`config.mk`:
```
export PLATFORM = sky130hd
export DESIGN_NAME = ebg_grant_ctrl
export DESIGN_NICKNAME = d
export VERILOG_FILES = /design/src/ebg_pkg.sv /design/src/ebg_grant_ctrl.sv /design/src/ebg_sync.sv /design/src/ebg_wait.sv
export VERILOG_INCLUDE_DIRS = /design/src
export SDC_FILE = /design/constraint.sdc
export NUM_CORES = 1
export LEC_CHECK = 0
export BUFFER_PORTS_ARGS = -buffer_cell sky130_fd_sc_hd__buf_2
export CAP_MARGIN = 15
export CORE_MARGIN = 10
export CORE_UTILIZATION = 46
export DETAILED_ROUTE_END_ITERATION = 8
export PLACE_DENSITY = 0.79
export SLEW_MARGIN = 10
export SYNTH_ARGS = -nofsm -noshare
export SYNTH_HDL_FRONTEND = slang
export SYNTH_SLANG_ARGS = --single-unit
```
`constraint.sdc`:
```
create_clock -name mclk -period 2.2 [get_ports mclk]
set_input_delay 0.44 -clock mclk [delete_from_list [all_inputs] [get_ports mclk]]
set_output_delay 0.44 -clock mclk [all_outputs]
set_load 0.01 [all_outputs]
```
`src/ebg_regs.svh`:
```
// Constants for the external bus grant control block.
`ifndef EBG_REGS_SVH
`define EBG_REGS_SVH
`define EBG_ADDR_W 14
`define EBG_DATA_W 24
`define EBG_WAIT_W 3
`define EBG_PM_WAIT_RESET 3'h7
`define EBG_SYNC_STAGES 2
`endif

```
`src/ebg_pkg.sv`:
```
// Types shared by the external bus grant control block.
`include "ebg_regs.svh"
package ebg_pkg;
  typedef enum logic [1:0] {
    EBG_ST_OWN = 2'b00,
    EBG_ST_DRAIN = 2'b01,
    EBG_ST_GRANTED = 2'b10
  } ebg_state_e;

  // Strobes of the external memory interface, all active low.
  typedef struct packed {
    logic prog_mem_select_n;
    logic data_mem_select_n;
    logic boot_mem_select_n;
    logic rd_n;
    logic wr_n;
  } ebg_strobe_s;

  // One external access as issued by the core.
  typedef struct packed {
    logic [`EBG_ADDR_W-1:0] addr;
    logic [`EBG_DATA_W-1:0] wdata;
    logic write;
    ebg_strobe_s strobe;
  } ebg_access_s;
endpackage

```
`src/ebg_grant_ctrl.sv`:
```
// External bus takeover arbiter with memory interface drivers.
`timescale 1ns/1ps
`include "ebg_regs.svh"
module ebg_grant_ctrl
  import ebg_pkg::*;
#(
  parameter bit LEGACY_SAME_CYCLE = 1'b0
)
(
  input wire logic mclk,
  input wire logic rst_n,
  input wire logic core_rst_n,
  input wire logic ext_takeover_req_n,
  input wire logic run_on_mode,
  input wire logic boot_active,
  input wire logic boot_byte_done,
  input wire logic acc_req,
  input wire ebg_access_s acc,
  input wire logic [`EBG_WAIT_W-1:0] pm_waits,
  input wire logic pm_waits_load,
  input wire logic [`EBG_DATA_W-1:0] data_in,
  output logic acc_done,
  output logic [`EBG_DATA_W-1:0] rdata,
  output logic core_halt,
  output logic takeover_grant_n,
  output logic [`EBG_ADDR_W-1:0] addr_out,
  output logic addr_oe,
  output logic [`EBG_DATA_W-1:0] data_out,
  output logic data_oe,
  output ebg_strobe_s strobe_out,
  output logic strobe_oe
);
  ebg_state_e state_reg;
  ebg_state_e state_next;
  logic req_sync_n;
  logic req_act;
  logic [`EBG_WAIT_W-1:0] pm_waits_reg;
  logic acc_last;
  logic drain_done;
  logic acc_start;
  logic boot_hold_reg;
  logic granted;
  logic [`EBG_ADDR_W-1:0] addr_reg;
  logic [`EBG_DATA_W-1:0] wdata_reg;
  logic write_reg;
  ebg_strobe_s strobe_reg;
  logic in_acc_reg;

  // The request is never trusted until it has crossed two flops.
  ebg_sync u_sync (
    .mclk(mclk),
    .rst_n(rst_n),
    .async_n(ext_takeover_req_n),
    .sync_n(req_sync_n)
  );

  assign req_act = !req_sync_n;

  // Wait count for program memory; core reset restores the slowest value.
  always_ff @(posedge mclk) begin
    if (!rst_n || !core_rst_n) begin
      pm_waits_reg <= `EBG_PM_WAIT_RESET;
    end else if (pm_waits_load) begin
      pm_waits_reg <= pm_waits;
    end
  end

  // No new access may begin once the bus is handed over or a takeover
  // is pending, so the grant can slip between two accesses.
  assign acc_start = acc_req && (state_reg == EBG_ST_OWN) && !req_act
    && !in_acc_reg;

  // The counter starts on the first cycle the pins carry the access, so
  // an access with N wait states keeps its strobes for N + 1 cycles.
  ebg_wait u_wait (
    .mclk(mclk),
    .rst_n(rst_n),
    .start(in_acc_reg),
    .waits(pm_waits_reg),
    .busy(),
    .last(acc_last)
  );

  always_ff @(posedge mclk) begin
    if (!rst_n) begin
      in_acc_reg <= 1'b0;
    end else if (acc_last) begin
      in_acc_reg <= 1'b0;
    end else if (acc_start) begin
      in_acc_reg <= 1'b1;
    end
  end

  // Latch the access so the pins hold steady for all its wait states.
  always_ff @(posedge mclk) begin
    if (!rst_n) begin
      addr_reg <= '0;
      wdata_reg <= '0;
      write_reg <= 1'b0;
      strobe_reg <= '1;
    end else if (acc_start) begin
      addr_reg <= acc.addr;
      wdata_reg <= acc.wdata;
      write_reg <= acc.write;
      strobe_reg <= acc.strobe;
    end else if (acc_last || !in_acc_reg) begin
      strobe_reg <= '1;
    end
  end

  always_ff @(posedge mclk) begin
    if (!rst_n) begin
      rdata <= '0;
    end else if (in_acc_reg && acc_last && !write_reg) begin
      rdata <= data_in;
    end
  end

  assign acc_done = in_acc_reg && acc_last;

  // The last cycle of an access or of a boot byte already counts as
  // drained, so the registered grant lands in the very next cycle.
  assign drain_done = (!in_acc_reg || acc_done)
    && (!boot_hold_reg || boot_byte_done);

  // A boot byte in flight holds the grant back until it is fully read.
  always_ff @(posedge mclk) begin
    if (!rst_n) begin
      boot_hold_reg <= 1'b0;
    end else if (boot_byte_done || !boot_active) begin
      boot_hold_reg <= 1'b0;
    end else if (boot_active) begin
      boot_hold_reg <= 1'b1;
    end
  end

  // Core reset is deliberately not part of this condition: takeover
  // must work while the core is held in reset.
  always_comb begin
    state_next = state_reg;
    unique case (state_reg)
      EBG_ST_OWN: begin
        if (req_act) begin
          if (drain_done) begin
            state_next = EBG_ST_GRANTED;
          end else begin
            state_next = EBG_ST_DRAIN;
          end
        end
      end
      EBG_ST_DRAIN: begin
        if (!req_act) begin
          state_next = EBG_ST_OWN;
        end else if (drain_done) begin
          state_next = EBG_ST_GRANTED;
        end
      end
      EBG_ST_GRANTED: begin
        if (!req_act) begin
          state_next = EBG_ST_OWN;
        end
      end
      default: begin
        state_next = EBG_ST_OWN;
      end
    endcase
  end

  always_ff @(posedge mclk) begin
    if (!rst_n) begin
      state_reg <= EBG_ST_OWN;
    end else begin
      state_reg <= state_next;
    end
  end

  // The legacy variant shows the grant combinationally from the state
  // decision, trading a cycle of latency for a longer output path.
  assign granted = LEGACY_SAME_CYCLE ? (state_next == EBG_ST_GRANTED)
    : (state_reg == EBG_ST_GRANTED);

  always_comb begin
    takeover_grant_n = !granted;
    addr_oe = !granted;
    strobe_oe = !granted;
    data_oe = !granted && in_acc_reg && write_reg;
    addr_out = addr_reg;
    data_out = wdata_reg;
    strobe_out = in_acc_reg ? strobe_reg : '1;
  end

  // Halt at the grant unless run-on is set; then stall only when the core
  // wants the external bus. Release restores execution in place.
  always_comb begin
    if (!granted && state_reg != EBG_ST_DRAIN) begin
      core_halt = 1'b0;
    end else if (run_on_mode) begin
      core_halt = acc_req;
    end else begin
      core_halt = granted || (acc_req && !in_acc_reg);
    end
  end
endmodule

```
`src/ebg_sync.sv`:
```
// Two-stage synchroniser for an asynchronous active-low level.
`timescale 1ns/1ps
module ebg_sync
  import ebg_pkg::*;
(
  input wire logic mclk,
  input wire logic rst_n,
  input wire logic async_n,
  output logic sync_n
);
  logic meta_reg;

  // The first stage feeds only the second; resets to inactive high.
  always_ff @(posedge mclk) begin
    if (!rst_n) begin
      meta_reg <= 1'b1;
      sync_n <= 1'b1;
    end else begin
      meta_reg <= async_n;
      sync_n <= meta_reg;
    end
  end
endmodule

```
`src/ebg_wait.sv`:
```
// Wait-state counter that marks the last cycle of an external access.
`timescale 1ns/1ps
`include "ebg_regs.svh"
module ebg_wait
  import ebg_pkg::*;
(
  input wire logic mclk,
  input wire logic rst_n,
  input wire logic start,
  input wire logic [`EBG_WAIT_W-1:0] waits,
  output logic busy,
  output logic last
);
  logic [`EBG_WAIT_W-1:0] cnt_reg;
  logic active_reg;

  always_ff @(posedge mclk) begin
    if (!rst_n) begin
      active_reg <= 1'b0;
      cnt_reg <= '0;
    end else if (start && !active_reg) begin
      active_reg <= (waits != '0);
      cnt_reg <= waits;
    end else if (active_reg) begin
      cnt_reg <= cnt_reg - 3'h1;
      active_reg <= (cnt_reg != 3'h1);
    end
  end

  assign busy = start || active_reg;
  // An access ends in its start cycle when it has no wait states.
  assign last = active_reg ? (cnt_reg == 3'h1) : (start && waits == '0);
endmodule

```
==> metrics.csv <==
metric;value;unit
overflow;0;
postSynthCellCount;382;
synthArstFlopShare;0;%
cts_root_buf;clkbuf_8;
clock_latency;350;ps
cp-start-kind;flop;
synth_top_area_share;50.5;%
antenna_cells;0;
grt_pass1_wl;14600;microns
internal_power;2650;uW
slew-limit-headroom;62.8;%
ios;153;
cp_max_fo;4;
cts.reportedPaths.clkPinSlew;80;ps
setup_tns;0;ps
nets;606;
synthTopCellsByCount;nand2_1 (114), dfxtp_1 (81), a21boi_0 (40);
post_synth_num_cell_types;33;
grt_pass1_vias;3014;
post_dp_cell_area;4020;sq um
worst_path_largest_cell_delay;580;ps
syn_area;3210;sq um
fin_skew;11.5;ps
fin_crit;2040;ps
rows;30;
postCtsHoldBufs;0;
worstSetupPathType;flop to primary output;
path_cells;or4_4 > a21oi_1 > buf_2;
die_x;104;microns
switching_share;25.4;%
yosysTopAreaCell;dfxtp_1;
p_clk_share;38.5;%
min_from;ext_takeover_req_n;
clockBufferDepth;2;
die_y;104;microns
end_kind;primary output;
worstPathArrival;1600;ps
reg2reg_from;pm_waits_reg[0];
p_leak;0.00200;uW
drive_gt1_share;34.4;%
port_buffers;152;
r2r_cells;5;
critPathSlowestCell;or4_4;
initial_core_util;47.3;%
finalSetupViolCount;0;
postCtsSetupRepairBufs;0;
r2r-end;rdata[19];
comb_power_share;16.0;%
yosysSeqAreaShare;50.5;%
htree_levels;3;
synth_seq_cells;81;
cts_tree;yes;
via_count;3013;
viasPerCell;4.84;
final_antenna_net_count;0;
whs_path_depth;2;
cts.sinks;81;
fmax;490;MHz
wire_per_inst;14.4;microns
power_density;830;nW/um^2
antenna_found_initial;0;
switching_power;904;uW
syn_to_final_growth;33.3;%
hold_path.class;primary input to flop;
peakVddDrop;467;uV
wirelength;8950;microns
synth_edf_count;0;
gp_congestion;0.745;
status;finished clean;
period_share;92.8;%
required;1760;ps
synthTopCellsByArea;dfxtp_1 (51%), nand2_1 (13%), a21boi_0 (9.4%), nand3_1 (4.7%), o21ai_1 (2.5%);
synth-main-ff-cell;dfxtp_1;
synth_nets;467;
cts_resized;0;
hold_end;u_sync.meta_reg;
grt_usage;16.3;%
fillers;613;
synth.most_common_cell;nand2_1;
postLayoutCellArea;4280;sq um
drv_slew;0;
path_delay_family;simple AND/OR/NAND/NOR gates;
p_seq_share;45.4;%
synth_warnings;0;
rsz0062_at_grt;false;
dr.pass1.iters;4;
cts-buffers-inserted;9;
reg2reg_slack;340;ps
drc_errors;0;
dpl.hpwl;6820;microns
maxCapViolCount;0;
finalHoldViolations;0;
worst-path-buf-inv;1;
synth_area_per_cell;8.40;sq um
worst_pin_slew;559;ps
drtIter0Drc;94;
grt_max_degree;58;
die_area;10700;sq um
core-area;6790;sq um
## power groups by stage
stage                     Sequential, uW  Combinational, uW  Clock [uW]
after floorplan                     1670                314           0
after CTS                           1620                579        1390
after global placement              1640                557           0
after global routing                1630                639        1460
after detailed placement            1650                576           0
final                               1620                570        1370
## per-layer routing
| layer | vias up | GRT usage, % | share of wire (%) |
|---|---|---|---|
| li1 | 1543 | - | - |
| met1 | 1361 | 17.1 | 39 |
| met2 | 90 | 28.7 | 52 |
| met3 | 19 | 5.02 | 6.3 |
| met4 | 0 | 8.06 | 2.7 |
| met5 | - | 0 | 0 |
## worst max-delay path by stage
stage	start	end	slack, ps	depth (start not counted)
2_1_floorplan	u_wait.active_reg	rdata[18]	490	7
3_3_place_gp	pm_waits_reg[0]	rdata[7]	420	5
3_5_place_dp	pm_waits_reg[0]	rdata[19]	370	5
4_1_cts	state_reg[0]	core_halt	150	6
5_1_grt	state_reg[0]	core_halt	60	6
6_report	pm_waits_reg[0]	acc_done	160	3
## placed cells by master (no fill, tap or decap), drive strengths merged
master / instances
or4: 1
a22oi: 1
a21boi: 40
o221a: 1
o2bb2ai: 1
dfxtp: 81
nand3b: 1
nor3: 2
o21ai: 28
a211o: 1
clkbuf: 12
nand3: 30
nor2: 5
inv: 7
clkinvlp: 1
ha: 5
nand2: 114
and3: 3
o22ai: 6
nand2b: 11
a21oi: 3
bufinv: 3
and2: 1
mux2i: 3
nand4b: 1
a32oi: 1
buf: 158
nor2b: 2
o211a: 3
## layout make-up
class / instances / area [sq um] / share of cell area (%)
Clock buffer: 12 / 165 / 3.86
Clock inverter: 4 / 97.6 / 2.28
Inverter: 7 / 26.3 / 0.614
Multi-Input combinational cell: 264 / 1420 / 33.1
Sequential cell: 81 / 1620 / 37.9
Tap cell: 96 / 120 / 2.81
Timing Repair Buffer: 158 / 831 / 19.4
## metrics by stage
| stage | hold slack, ps | setup slack (ps) | power, uW | util [%] | instances |
|---|---|---|---|---|---|
| 6_report | 284 | 159 | 3550 | 63.0 | 622 |
| 5_1_grt | 281 | 56.3 | 3730 | 63.0 | 622 |
| 4_1_cts | 278 | 145 | 3590 | 63.0 | 622 |
| 3_5_place_dp | 405 | 374 | 2220 | 59.1 | 606 |
| 3_3_place_gp | 392 | 420 | 2200 | 59.1 | 606 |
| 2_1_floorplan | 386 | 487 | 1990 | - | 382 |
## kinds of logic (layout without fill, tap and decap cells)
kind of cell	count (synthesis)	count (layout)	share of synthesized area [%]
multiplexers	3	3	0.935
adder cells (fa/ha/maj)	5	5	1.95
buffers and inverters	37	181	5.38
AND/OR/NAND/NOR	171	171	23.1
AO/OA/AOI/OAI	85	85	18.2
flip-flops	81	81	50.5
Power figures use the tool's default switching activity.
